===== config.mk =====
export PLATFORM = sky130hd
export DESIGN_NAME = rafc_top
export DESIGN_NICKNAME = d
export VERILOG_FILES = /design/src/logic/rafc_pkg.sv /design/src/logic/rafc_stall_timer.sv /design/src/logic/rafc_top.sv
export VERILOG_INCLUDE_DIRS = /design/src /design/src/logic
export SDC_FILE = /design/constraint.sdc
export NUM_CORES = 1
export LEC_CHECK = 0
export ABC_CLOCK_PERIOD_IN_PS = 29400
export BUFFER_PORTS_ARGS = -buffer_cell sky130_fd_sc_hd__clkbuf_2
export CAP_MARGIN = 20
export CORE_ASPECT_RATIO = 1.1
export CORE_MARGIN = 4
export CORE_UTILIZATION = 50
export DETAILED_ROUTE_END_ITERATION = 10
export HOLD_SLACK_MARGIN = 0.03
export PLACE_DENSITY = 0.81
export SYNTH_ARGS = -nofsm -noshare
export SYNTH_HDL_FRONTEND = slang
export SYNTH_HIERARCHICAL = 1
export SYNTH_SLANG_ARGS = --single-unit

===== constraint.sdc =====
create_clock -name pclk -period 29.4 [get_ports pclk]
set_clock_uncertainty 0.1 [all_clocks]
set_input_delay 1.47 -clock pclk [delete_from_list [all_inputs] [get_ports pclk]]
set_output_delay 1.47 -clock pclk [all_outputs]
set_load 0.01 [all_outputs]

===== src/logic/rafc_cfg.svh =====
// Register map, field positions, reset values and timing counts of the regeneration avoidance block.
`ifndef RAFC_CFG_SVH
`define RAFC_CFG_SVH

`define RAFC_ADDR_MODE 12'h000
`define RAFC_ADDR_LEVEL 12'h004
`define RAFC_ADDR_LIMIT 12'h008
`define RAFC_ADDR_VGAIN 12'h00C
`define RAFC_ADDR_FGAIN 12'h010
`define RAFC_ADDR_FMAX 12'h014
`define RAFC_ADDR_GROUP 12'h018
`define RAFC_ADDR_ITEM 12'h01C
`define RAFC_ADDR_TIMER 12'h020
`define RAFC_ADDR_STATE 12'h024
`define RAFC_ADDR_EVT 12'h028
`define RAFC_ADDR_EVT_CLR 12'h02C
`define RAFC_ADDR_EVT_EN 12'h030
`define RAFC_ADDR_FREQ 12'h034

`define RAFC_MODE_OFF 2'h0
`define RAFC_MODE_ALWAYS 2'h1
`define RAFC_MODE_CONST 2'h2

`define RAFC_LEVEL_MIN 10'h12C
`define RAFC_LEVEL_MAX 10'h320
`define RAFC_LEVEL_RST_200 10'h190
`define RAFC_LEVEL_RST_400 10'h30C

`define RAFC_LIMIT_MAX 16'h03E8
`define RAFC_LIMIT_OFF 16'h270F
`define RAFC_LIMIT_RST 16'h0258

`define RAFC_GAIN_MAX 8'hC8
`define RAFC_GAIN_RST 8'h64
`define RAFC_FMAX_RST 16'h1770

`define RAFC_ITEM_CUR_BIT 0
`define RAFC_ITEM_OV_BIT 1
`define RAFC_ITEM_RST 2'h3
`define RAFC_TIMER_RST 8'h00

`define RAFC_EVT_START_BIT 0
`define RAFC_EVT_END_BIT 1
`define RAFC_EVT_HOLD_BIT 2
`define RAFC_EVT_OL_BIT 3
`define RAFC_EVT_REJ_BIT 4

`define RAFC_DECAY_STEP 16'h000A

`define RAFC_CLK_NS 100
`define RAFC_UPDATE_NS 1000
`define RAFC_UPDATE_CYCLES ((`RAFC_UPDATE_NS + `RAFC_CLK_NS - 1) / `RAFC_CLK_NS)
`define RAFC_TIMER_TICK_NS 100000000
`define RAFC_TIMER_TICK_CYCLES (`RAFC_TIMER_TICK_NS / `RAFC_CLK_NS)

`endif


===== src/logic/rafc_pkg.sv =====
// Types shared by the regeneration avoidance block.
package rafc_pkg;

	typedef enum logic [1:0] {
		RAMP_STOP,
		RAMP_ACCEL,
		RAMP_CONST,
		RAMP_DECEL
	} rafc_ramp_t;

	typedef enum logic [1:0] {
		AVOID_IDLE,
		AVOID_ACTIVE,
		AVOID_HOLD
	} rafc_state_t;

endpackage


===== src/logic/rafc_stall_timer.sv =====
// Qualifying delay for the overload stall output signal.
module rafc_stall_timer (
	input wire logic pclk,
	input wire logic presetn,
	input wire logic tick,
	input wire logic cond,
	input wire logic [7:0] delay,
	output logic sig_out
);

	logic [7:0] cnt_q;

	// A zero delay passes the condition straight through with one flop of latency.
	always_ff @(posedge pclk or negedge presetn) begin
		if (!presetn) begin
			cnt_q <= 8'h00;
		end else if (!cond) begin
			cnt_q <= 8'h00;
		end else if (tick && cnt_q < delay) begin
			cnt_q <= cnt_q + 8'h01;
		end
	end

	always_ff @(posedge pclk or negedge presetn) begin
		if (!presetn) begin
			sig_out <= 1'b0;
		end else begin
			sig_out <= cond && (cnt_q >= delay);
		end
	end

endmodule


===== src/logic/rafc_top.sv =====
// Regeneration avoidance frequency compensation with its APB register file.
//
// Functional notes
// - mode 0 off, 1 always, 2 constant speed
// - bus voltage at or above level raises frequency
// - level 300 to 800 V, class default
// - compensation limit 0 to 10 Hz, default 6
// - limit value 9999 removes the limit
// - accel or constant: base plus limit ceiling
// - decel overshoot holds limit until half limit
// - raised frequency clamped to maximum frequency
// - voltage gain 0 to 200 percent, default 100
// - frequency gain 0 to 200 percent scales correction
// - avoidance activity also activates stall prevention
// - avoidance counts as overvoltage stall for signal
// - settings writable only when group select zero
//
// Our own choices: the register offsets and register access over APB.
`include "rafc_cfg.svh"

module rafc_top #(
	parameter logic CLASS_400V = 1'b0,
	parameter int TIMER_TICK_CYCLES = `RAFC_TIMER_TICK_CYCLES
) (
	input wire logic pclk,
	input wire logic presetn,
	input wire logic psel,
	input wire logic penable,
	input wire logic pwrite,
	input wire logic [11:0] paddr,
	input wire logic [31:0] pwdata,
	output logic [31:0] prdata,
	output logic pready,
	output logic pslverr,
	input wire logic [15:0] ramp_freq,
	input wire rafc_pkg::rafc_ramp_t ramp_phase,
	input wire logic [9:0] bus_voltage,
	input wire logic current_stall,
	output logic [15:0] freq_cmd,
	output logic regen_avoid_active,
	output logic stall_prevention_active,
	output logic overload_stall_signal,
	output logic irq
);

	////////////////////////////////////////////////////////////////////////////////
	// Helpers.

	function automatic logic [15:0] rafc_scale(input logic [15:0] x, input logic [7:0] pct);
		logic [23:0] prod;
		prod = {8'h00, x} * {16'h0000, pct};
		return 16'(prod / 24'h000064);
	endfunction

	function automatic logic [16:0] rafc_min(input logic [16:0] a, input logic [16:0] b);
		return (a < b) ? a : b;
	endfunction

	////////////////////////////////////////////////////////////////////////////////
	// Register bus.

	logic [1:0] mode_q;
	logic [9:0] level_q;
	logic [15:0] limit_q;
	logic [7:0] vgain_q;
	logic [7:0] fgain_q;
	logic [15:0] fmax_q;
	logic [7:0] group_q;
	logic [1:0] item_q;
	logic [7:0] timer_q;
	logic [4:0] evt_q;
	logic [4:0] evt_en_q;
	logic [4:0] evt_set;
	logic [31:0] rdata_d;
	logic addr_ok;
	logic wr_acc;
	logic rd_setup;
	logic wr_setting;
	logic wr_bad;
	logic [15:0] wlo;
	rafc_pkg::rafc_state_t state_q;

	assign wr_acc = psel && penable && pwrite;
	assign rd_setup = psel && !penable && !pwrite;
	assign wlo = pwdata[15:0];
	assign pready = 1'b1;

	always_comb begin
		addr_ok = 1'b1;
		rdata_d = 32'h00000000;
		unique case (paddr)
			`RAFC_ADDR_MODE: rdata_d = {30'h00000000, mode_q};
			`RAFC_ADDR_LEVEL: rdata_d = {22'h000000, level_q};
			`RAFC_ADDR_LIMIT: rdata_d = {16'h0000, limit_q};
			`RAFC_ADDR_VGAIN: rdata_d = {24'h000000, vgain_q};
			`RAFC_ADDR_FGAIN: rdata_d = {24'h000000, fgain_q};
			`RAFC_ADDR_FMAX: rdata_d = {16'h0000, fmax_q};
			`RAFC_ADDR_GROUP: rdata_d = {24'h000000, group_q};
			`RAFC_ADDR_ITEM: rdata_d = {30'h00000000, item_q};
			`RAFC_ADDR_TIMER: rdata_d = {24'h000000, timer_q};
			`RAFC_ADDR_STATE: rdata_d = {28'h0000000, overload_stall_signal,
				stall_prevention_active, state_q == rafc_pkg::AVOID_HOLD, regen_avoid_active};
			`RAFC_ADDR_EVT: rdata_d = {27'h0000000, evt_q};
			`RAFC_ADDR_EVT_CLR: rdata_d = 32'h00000000;
			`RAFC_ADDR_EVT_EN: rdata_d = {27'h0000000, evt_en_q};
			`RAFC_ADDR_FREQ: rdata_d = {16'h0000, freq_cmd};
			default: addr_ok = 1'b0;
		endcase
	end

	// A setting write is refused while the group select is non-zero or the value is out of range.
	always_comb begin
		wr_setting = 1'b0;
		wr_bad = 1'b0;
		unique case (paddr)
			`RAFC_ADDR_MODE: begin
				wr_setting = 1'b1;
				wr_bad = wlo > 16'(`RAFC_MODE_CONST);
			end
			`RAFC_ADDR_LEVEL: begin
				wr_setting = 1'b1;
				wr_bad = wlo < 16'(`RAFC_LEVEL_MIN) || wlo > 16'(`RAFC_LEVEL_MAX);
			end
			`RAFC_ADDR_LIMIT: begin
				wr_setting = 1'b1;
				wr_bad = wlo > `RAFC_LIMIT_MAX && wlo != `RAFC_LIMIT_OFF;
			end
			`RAFC_ADDR_VGAIN, `RAFC_ADDR_FGAIN: begin
				wr_setting = 1'b1;
				wr_bad = wlo > 16'(`RAFC_GAIN_MAX);
			end
			`RAFC_ADDR_FMAX, `RAFC_ADDR_ITEM, `RAFC_ADDR_TIMER: begin
				wr_setting = 1'b1;
			end
			default: begin
				wr_setting = 1'b0;
			end
		endcase
	end

	logic wr_ok;
	logic wr_reject;
	assign wr_reject = wr_acc && wr_setting && (group_q != 8'h00 || wr_bad);
	assign wr_ok = wr_acc && wr_setting && !wr_reject;
	assign pslverr = psel && penable && (!addr_ok || wr_reject);

	always_ff @(posedge pclk or negedge presetn) begin
		if (!presetn) begin
			prdata <= 32'h00000000;
		end else if (rd_setup) begin
			prdata <= rdata_d;
		end
	end

	always_ff @(posedge pclk or negedge presetn) begin
		if (!presetn) begin
			mode_q <= `RAFC_MODE_OFF;
			level_q <= CLASS_400V ? `RAFC_LEVEL_RST_400 : `RAFC_LEVEL_RST_200;
			limit_q <= `RAFC_LIMIT_RST;
			vgain_q <= `RAFC_GAIN_RST;
			fgain_q <= `RAFC_GAIN_RST;
			fmax_q <= `RAFC_FMAX_RST;
			item_q <= `RAFC_ITEM_RST;
			timer_q <= `RAFC_TIMER_RST;
		end else if (wr_ok) begin
			unique case (paddr)
				`RAFC_ADDR_MODE: mode_q <= pwdata[1:0];
				`RAFC_ADDR_LEVEL: level_q <= pwdata[9:0];
				`RAFC_ADDR_LIMIT: limit_q <= wlo;
				`RAFC_ADDR_VGAIN: vgain_q <= pwdata[7:0];
				`RAFC_ADDR_FGAIN: fgain_q <= pwdata[7:0];
				`RAFC_ADDR_FMAX: fmax_q <= wlo;
				`RAFC_ADDR_ITEM: item_q <= pwdata[1:0];
				`RAFC_ADDR_TIMER: timer_q <= pwdata[7:0];
				default: begin
				end
			endcase
		end
	end

	// The group select itself stays writable, otherwise a locked device could never be unlocked.
	always_ff @(posedge pclk or negedge presetn) begin
		if (!presetn) begin
			group_q <= 8'h00;
		end else if (wr_acc && paddr == `RAFC_ADDR_GROUP) begin
			group_q <= pwdata[7:0];
		end
	end

	////////////////////////////////////////////////////////////////////////////////
	// Control update rate and timer tick.

	logic [3:0] upd_cnt_q;
	logic upd_tick;
	logic [31:0] tmr_cnt_q;
	logic tmr_tick;

	assign upd_tick = upd_cnt_q == 4'(`RAFC_UPDATE_CYCLES - 1);
	assign tmr_tick = tmr_cnt_q == 32'(TIMER_TICK_CYCLES - 1);

	always_ff @(posedge pclk or negedge presetn) begin
		if (!presetn) begin
			upd_cnt_q <= 4'h0;
		end else begin
			upd_cnt_q <= upd_tick ? 4'h0 : upd_cnt_q + 4'h1;
		end
	end

	always_ff @(posedge pclk or negedge presetn) begin
		if (!presetn) begin
			tmr_cnt_q <= 32'h00000000;
		end else begin
			tmr_cnt_q <= tmr_tick ? 32'h00000000 : tmr_cnt_q + 32'h00000001;
		end
	end

	////////////////////////////////////////////////////////////////////////////////
	// Avoidance control.

	logic [15:0] base_q;
	logic [15:0] comp_q;
	logic enabled;
	logic trigger;
	logic [15:0] incr;
	logic [16:0] raw;
	logic [16:0] ceil;
	logic [16:0] lim_freq;
	logic over_ceil;
	logic no_limit;

	assign no_limit = limit_q == `RAFC_LIMIT_OFF;
	assign enabled = mode_q == `RAFC_MODE_ALWAYS ||
		(mode_q == `RAFC_MODE_CONST && ramp_phase == rafc_pkg::RAMP_CONST);
	assign trigger = enabled && bus_voltage >= level_q;
	// The gains are applied one after the other so that each can be trimmed on its own.
	assign incr = rafc_scale(rafc_scale({6'h00, bus_voltage - level_q}, vgain_q), fgain_q);
	assign raw = {1'b0, ramp_freq} + {1'b0, comp_q};
	assign ceil = {1'b0, base_q} + {1'b0, limit_q};
	assign over_ceil = !no_limit && raw > ceil;

	always_comb begin
		lim_freq = raw;
		if (state_q == rafc_pkg::AVOID_HOLD || (over_ceil && ramp_phase != rafc_pkg::RAMP_DECEL)) begin
			lim_freq = ceil;
		end
		lim_freq = rafc_min(lim_freq, {1'b0, fmax_q});
	end

	always_ff @(posedge pclk or negedge presetn) begin
		if (!presetn) begin
			state_q <= rafc_pkg::AVOID_IDLE;
		end else if (upd_tick) begin
			unique case (state_q)
				rafc_pkg::AVOID_IDLE: begin
					if (trigger) begin
						state_q <= rafc_pkg::AVOID_ACTIVE;
					end
				end
				rafc_pkg::AVOID_ACTIVE: begin
					if (over_ceil && ramp_phase == rafc_pkg::RAMP_DECEL) begin
						state_q <= rafc_pkg::AVOID_HOLD;
					end else if (!trigger && comp_q <= `RAFC_DECAY_STEP) begin
						state_q <= rafc_pkg::AVOID_IDLE;
					end
				end
				rafc_pkg::AVOID_HOLD: begin
					if ({ramp_freq, 1'b0} <= {1'b0, limit_q}) begin
						state_q <= rafc_pkg::AVOID_IDLE;
					end
				end
			endcase
		end
	end

	// The base frequency is frozen at entry so the ceiling does not creep up with the compensation.
	always_ff @(posedge pclk or negedge presetn) begin
		if (!presetn) begin
			base_q <= 16'h0000;
		end else if (upd_tick && state_q == rafc_pkg::AVOID_IDLE && trigger) begin
			base_q <= ramp_freq;
		end
	end

	always_ff @(posedge pclk or negedge presetn) begin
		if (!presetn) begin
			comp_q <= 16'h0000;
		end else if (upd_tick) begin
			if (state_q == rafc_pkg::AVOID_HOLD || (state_q == rafc_pkg::AVOID_IDLE && !trigger)) begin
				comp_q <= 16'h0000;
			end else if (trigger) begin
				comp_q <= 16'(rafc_min({1'b0, comp_q} + {1'b0, incr}, {1'b0, fmax_q}));
			end else if (comp_q > `RAFC_DECAY_STEP) begin
				comp_q <= comp_q - `RAFC_DECAY_STEP;
			end else begin
				comp_q <= 16'h0000;
			end
		end
	end

	always_ff @(posedge pclk or negedge presetn) begin
		if (!presetn) begin
			freq_cmd <= 16'h0000;
		end else if (state_q == rafc_pkg::AVOID_IDLE) begin
			freq_cmd <= ramp_freq;
		end else begin
			freq_cmd <= lim_freq[15:0];
		end
	end

	assign regen_avoid_active = state_q != rafc_pkg::AVOID_IDLE;
	assign stall_prevention_active = regen_avoid_active;

	////////////////////////////////////////////////////////////////////////////////
	// Overload stall signal.

	logic ol_cond;
	assign ol_cond = (item_q[`RAFC_ITEM_CUR_BIT] && current_stall) ||
		(item_q[`RAFC_ITEM_OV_BIT] && regen_avoid_active);

	rafc_stall_timer u_stall_timer (
		.pclk(pclk),
		.presetn(presetn),
		.tick(tmr_tick),
		.cond(ol_cond),
		.delay(timer_q),
		.sig_out(overload_stall_signal)
	);

	////////////////////////////////////////////////////////////////////////////////
	// Events and interrupt.

	logic active_d1_q;
	logic hold_d1_q;
	logic ol_d1_q;

	always_ff @(posedge pclk or negedge presetn) begin
		if (!presetn) begin
			active_d1_q <= 1'b0;
			hold_d1_q <= 1'b0;
			ol_d1_q <= 1'b0;
		end else begin
			active_d1_q <= regen_avoid_active;
			hold_d1_q <= state_q == rafc_pkg::AVOID_HOLD;
			ol_d1_q <= overload_stall_signal;
		end
	end

	always_comb begin
		evt_set = 5'h00;
		evt_set[`RAFC_EVT_START_BIT] = regen_avoid_active && !active_d1_q;
		evt_set[`RAFC_EVT_END_BIT] = !regen_avoid_active && active_d1_q;
		evt_set[`RAFC_EVT_HOLD_BIT] = state_q == rafc_pkg::AVOID_HOLD && !hold_d1_q;
		evt_set[`RAFC_EVT_OL_BIT] = overload_stall_signal && !ol_d1_q;
		evt_set[`RAFC_EVT_REJ_BIT] = wr_reject;
	end

	// A new event in the clearing cycle survives the clear.
	always_ff @(posedge pclk or negedge presetn) begin
		if (!presetn) begin
			evt_q <= 5'h00;
		end else if (wr_acc && paddr == `RAFC_ADDR_EVT_CLR) begin
			evt_q <= (evt_q & ~pwdata[4:0]) | evt_set;
		end else begin
			evt_q <= evt_q | evt_set;
		end
	end

	always_ff @(posedge pclk or negedge presetn) begin
		if (!presetn) begin
			evt_en_q <= 5'h00;
		end else if (wr_acc && paddr == `RAFC_ADDR_EVT_EN) begin
			evt_en_q <= pwdata[4:0];
		end
	end

	assign irq = |(evt_q & evt_en_q);

endmodule


# == Yosys cells after proc, flatten, opt, wreduce, memory -nomap -nowiden ==
# Index checks and enable logic that the tools add are counted.
# op_classes
addsub,8
n_mul,2
div_mod_pow,2
n_lt_le_gt_ge,14
eq_ne,28
shift,0
muxes,21
bitwise,5
n_reduce_logical,63
# op_table
op,count
$pmux 16 s13,1
$mux 16,6
$eq 12x6->1 const B,6
$add 16x16->17,3
$eq 12x5->1 const B,4
$lt 17x16->1,2
$add 32x1->32 const B,1
$eq 32x20->1 const B,1
$gt 16x10->1 const B,2
$mux 32,1
$logic_and 1x1->1,29
$div 18x7->24 const B,1
$div 24x7->24 const B,1
$eq 12x4->1 const B,2
$mul 16x8->24,1
$mul 10x8->18,1
$gt 17x17->1,1
$le 17x16->1,1
$mux 17,1
$eq 16x14->1 const B,1
$gt 16x2->1 const B,1
$gt 16x4->1 const B,1
$gt 16x8->1 const B,1
$le 16x4->1 const B,1
37 further kinds,73
# word_totals
reg_bits,218
latch_bits,0
ram_bits,0
mem_bits_ro,0
wordCells,166
mem_count,0

# == Depth between registers and ports, before layout ==
# depth
depth_word,10
ltp_mapped,142

# == By module ==
# The synthesis kept the hierarchy.
# by_module_without_submodules
module,n_inst,cells_each,area_each_um2
rafc_top,1,2880,24113.1
rafc_stall_timer,1,73,689.4

# == Worst setup path before layout ==
# Ideal clock, no wire load.
# synth_path
kind,input port to flip-flop
start,in bus_voltage[0]
end,reg comp_q[10]
arrival_time_ps,30822
path_slack_ps,-1643
path_stages,125
n_path_buf,7
cell_sequence,inv_1 > ha_1 > inv_1 > fa_1 > nand2_1 > nand2_1 > a21oi_1 > o21ai_0 > a21oi_1 > o21bai_1 > a21oi_1 > xnor2_1 > and2_1 > fa_1 > fa_1 > fa_1 > inv_1 > fa_1 > [... 89 more ...] > a21oi_1 > o21ai_0 > a21oi_1 > o21ai_0 > a21oi_1 > o21ai_0 > xor2_1 > ha_1 > nor2b_1 > o21ai_0 > nand2b_1 > a21oi_1 > nor2b_1 > a2111oi_0 > clkbuf_1 > mux2i_1 > o32ai_1 > a22o_1
# synth_between
elab_chain_cells,10
elab_cells_between_ends,15
cone_classes,2 x add/sub; 2 x mul; 2 x div; 2 x order compare; 3 x mux; 4 x reduce/logical
# synth_rtl
item,line,text
"start, declared",rafc_top.sv:37,"input wire logic [9:0] bus_voltage,"
$sub 10x10->10,rafc_top.sv:236,"assign incr = rafc_scale(rafc_scale({6'h00, bus_voltage - level_q}, vgain_q), fgain_q);"
$mul 10x8->18,rafc_top.sv:51,"prod = {8'h00, x} * {16'h0000, pct};"
$div 18x7->24,rafc_top.sv:52,return 16'(prod / 24'h000064);
$mul 16x8->24,rafc_top.sv:51,
$div 24x7->24,rafc_top.sv:52,
$add 16x16->17,rafc_top.sv:291,"comp_q <= 16'(rafc_min({1'b0, comp_q} + {1'b0, incr}, {1'b0, fmax_q}));"
$lt 17x16->1,rafc_top.sv:56,return (a < b) ? a : b;
$mux 16,rafc_top.sv:56,
$mux 16,rafc_top.sv:290,end else if (trigger) begin
$mux 16 *,rafc_top.sv:288,if (state_q == rafc_pkg::AVOID_HOLD || (state_q == rafc_pkg::AVOID_IDLE && !trigger)) begin
"end signal, assigned",rafc_top.sv:291,
"end signal, assigned",rafc_top.sv:293,comp_q <= comp_q - `RAFC_DECAY_STEP;
"end, declared",rafc_top.sv:221,logic [15:0] comp_q;
# Every way passes the cells marked *; elsewhere a longest branch is shown, timed or not.
# A chain may end at the register's enable or synchronous reset.

# == Final worst setup path ==
# layout_path
start,in bus_voltage[0]
end,reg comp_q[3]
# Same word-level chain as after synthesis.

==> run summary <==
Area leader, netlist: dfrtp_1
EDFF count, synth: 0
DR DRC count: 0
Die Span X: 220.4 µm
Worst Setup EP: comp_q[3]$_DFFE_PN0N_
Starting DRT DRC Count: 2369
Post-place setup slack: -1.447 ns
Critical Path Start Type: primary input
Max incr delay on CP: 0.56 ns
Crit share post-route: 103.7%
Share of the synthesized area in the top cell type: 18.16%
Synth top area cells: dfrtp_1 18%, ha_1 11%, fa_1 9.0%
I/O pins: 132
TritonCTS Buffers: 17
Post-synth cell types: 140
GRT Util Overall: 26.72%
Reg2reg setup slack: -0.38 ns
Max_slew headroom: 24.41%
Sequential element share of the synthesized area: 20.49%
Final Wtd Congestion: 0.9850
Register Area: 0.005082 mm²
# setup viols final: 16
H-tree depth: 1
Worst VDD drop: 0.00006321 V
Fin nets: 3914
TritonCTS clock tree: yes
Most used cell, CP: buf_4
Final ANT Viol Nets: 0
Max Cap Violations: 0
Cell Rows: 85
CP Data Arrival Time: 30.77 ns
Diodes inserted: 0
Number of global-route vias before repair: 24670
Cells after Synth: 2953
Failing checks: negative setup slack
Most common cell after layout, fill and taps aside: buf_4
Total Wirelength: 81.56 mm
Final Hold Viols: 0
Largest net degree at the start of global routing: 77
Worst Setup SP: bus_voltage[0]
Placed Cells: 4035
Reg2reg path depth: 133
P&R area growth vs syn: 30.14%
Die ar.: 0.05324 mm²
Vias/cell: 6.255
First-pass GRT wire length: 120.0 mm
Ys Warns: 6
Initial Util: 50.59%
Seq cells post-synth: 202
Worst-skew pair later-pin latency: 0.50 ns
Initial antenna violation count: 0
Tot Pwr: 0.5571 mW
Placeable Area: 0.04903 mm²
Synth async-reset ratio: 100.0%
Setup TNS: -16.01 ns
CP Max Fanout: 6
Hpwl dp: 56.39 mm
Fmax: 32.82 MHz
Commonest cells after routing, fill and taps aside: 501 x buf_4, 292 x nand2_1, 249 x inv_1
Unrepaired setup endpoints after global routing: yes
Crit end category: flop
Root buf cell: clkbuf_16
Setup Crit Path Kind: in -> reg
Cell Pwr Density: 17.26 mW/mm²
Fillers: 3512
Fin. max-slew vios: 0
Share of layout cells above drive strength 1: 31.72%
Clock Sinks: 202
Leak: 15.85 nW
Post-Syn Area: 0.02480 mm²
Hold_ws: 0.3337 ns
CTS clock-pin slew for the worst setup and hold paths: 0.08 ns
Worst Hold Class: reg -> reg
Slowest CP cell: fa_2
Per-cell routed wire length: 19.56 µm
Post-layout minimum cycle time: 30.47 ns
Fin cells: 4170
Dpl cell area: 0.02905 mm²
PortBufs: 98
Outcome: finished with violations
Total vias in the final route: 26083
R2R Path End: comp_q[3]$_DFFE_PN0N_
Gr ovfl total: 0
Top FF cell, synth: dfrtp_1
CTS Buffer Depth: 3
First-pass DRT Iterations: 6
Worst-Margin Slew: 1.132 ns
PnR worst setup slack: -1.074 ns
Fin area: 0.03228 mm²
Data required, critical path: 29.69 ns
Die Y: 241.6 µm
R2r startpoint: level_q[0]$_DFFE_PN0P_
Multi-input gate area: 0.02012 mm²
Avg Cell Area, Syn: 8.399 µm²
Core Util, Final: 65.84%
flip-flops by register name, indices dropped and copies added (netlist names):
| name | count |
|---|---|
| tmr_cnt_q | 32 |
| base_q | 16 |
| comp_q | 16 |
| fmax_q | 16 |
| freq_cmd | 16 |
| limit_q | 16 |
| prdata | 16 |
| level_q | 10 |
| fgain_q | 8 |
| group_q | 8 |
| timer_q | 8 |
| u_stall_timer/cnt_q | 8 |
| vgain_q | 8 |
| evt_en_q | 5 |
| evt_q | 5 |
| upd_cnt_q | 4 |
| item_q | 2 |
| mode_q | 2 |
| state_q | 2 |
| active_d1_q | 1 |
| hold_d1_q | 1 |
| ol_d1_q | 1 |
| u_stall_timer/sig_out | 1 |
synth_stat cells (24+ instances only):
| library cell | instances |
|---|---|
| nand2_1 | 299 |
| inv_1 | 257 |
| ha_1 | 216 |
| o21ai_0 | 185 |
| dfrtp_1 | 180 |
| nor2_1 | 171 |
| a21oi_1 | 165 |
| fa_1 | 112 |
| xnor2_1 | 112 |
| and2_1 | 100 |
| clkbuf_1 | 79 |
| mux2_2 | 69 |
| nor3_1 | 60 |
| nand3_1 | 59 |
| a21o_1 | 49 |
| nor2b_1 | 42 |
| o21bai_1 | 39 |
| nand4_1 | 38 |
| xor2_1 | 38 |
| mux2i_1 | 37 |
| nand2b_1 | 35 |
| a22o_1 | 26 |
| and3_1 | 25 |
| buf_4 | 25 |
| or3_1 | 24 |
timing repair:
item	CTS	global route
resized for setup	82	302
hold buffers	0	0
endpoints found under the setup margin	16	16
endpoints found under the hold margin	0	0
pin swaps	59	205
setup buffers	30	73
worst min-delay path by stage:
stage                                   start            endpoint  slack (ns)  depth (start not counted)
after floorplan           hold_d1_q$_DFF_PN0_  evt_q[2]$_DFF_PN0_        0.30                          1
after global placement    hold_d1_q$_DFF_PN0_  evt_q[2]$_DFF_PN0_        0.30                          1
after detailed placement  hold_d1_q$_DFF_PN0_  evt_q[2]$_DFF_PN0_        0.33                          1
after CTS                 hold_d1_q$_DFF_PN0_  evt_q[2]$_DFF_PN0_        0.34                          1
after global routing        ol_d1_q$_DFF_PN0_  evt_q[3]$_DFF_PN0_        0.35                          1
final                       ol_d1_q$_DFF_PN0_  evt_q[3]$_DFF_PN0_        0.33                          1
power breakdown:
part	leakage, nW	internal, mW	switching, mW
Sequential	2.53	0.279	0.00166
Clock	0.262	0.128	0.106
Combinational	13.1	0.0146	0.0283
Total	15.9	0.422	0.135
per-layer routing:
layer | track usage (%) | vias up | routed length [µm] | share of wire (%)
met2 | 47.35 | 1449 | 40250 | 49
li1 | - | 11652 | - | -
met5 | 0 | - | 0 | 0
met1 | 32.85 | 12526 | 29840 | 37
met3 | 2.348 | 456 | 5844 | 7.2
met4 | 11.79 | 0 | 5624 | 6.9
area by class of cell:
type	instances	area share, %
Multi-Input combinational cell	2387	62.33
Sequential cell	202	15.75
Timing Repair Buffer	639	14.65
Inverter	261	3.043
Tap cell	652	2.527
Clock buffer	22	1.407
Clock inverter	7	0.2907
cells by family after synthesis:
| group | count (synthesis) | synth area share [%] |
|---|---|---|
| fa+ha+maj | 336 | 20.27 |
| xor+xnor | 152 | 5.428 |
| flops | 202 | 20.49 |
| buf+inv | 379 | 6.240 |
| simple gates | 939 | 18.89 |
| other cells | 2 | 0.03028 |
| compound gates | 832 | 23.76 |
| mux | 111 | 4.898 |
worst max-delay path: cells and delay by family:
kind                       cells  cell delay, ns
AOI/OAI and AO/OA             58           12.93
adders and majority gates     17            6.69
and+or+nand+nor               24            3.64
buffers and inverters         25            3.07
muxes                          8            2.37
xor gates and xnor gates       3            0.54
Note: power is estimated with default switching activity, not from simulation.
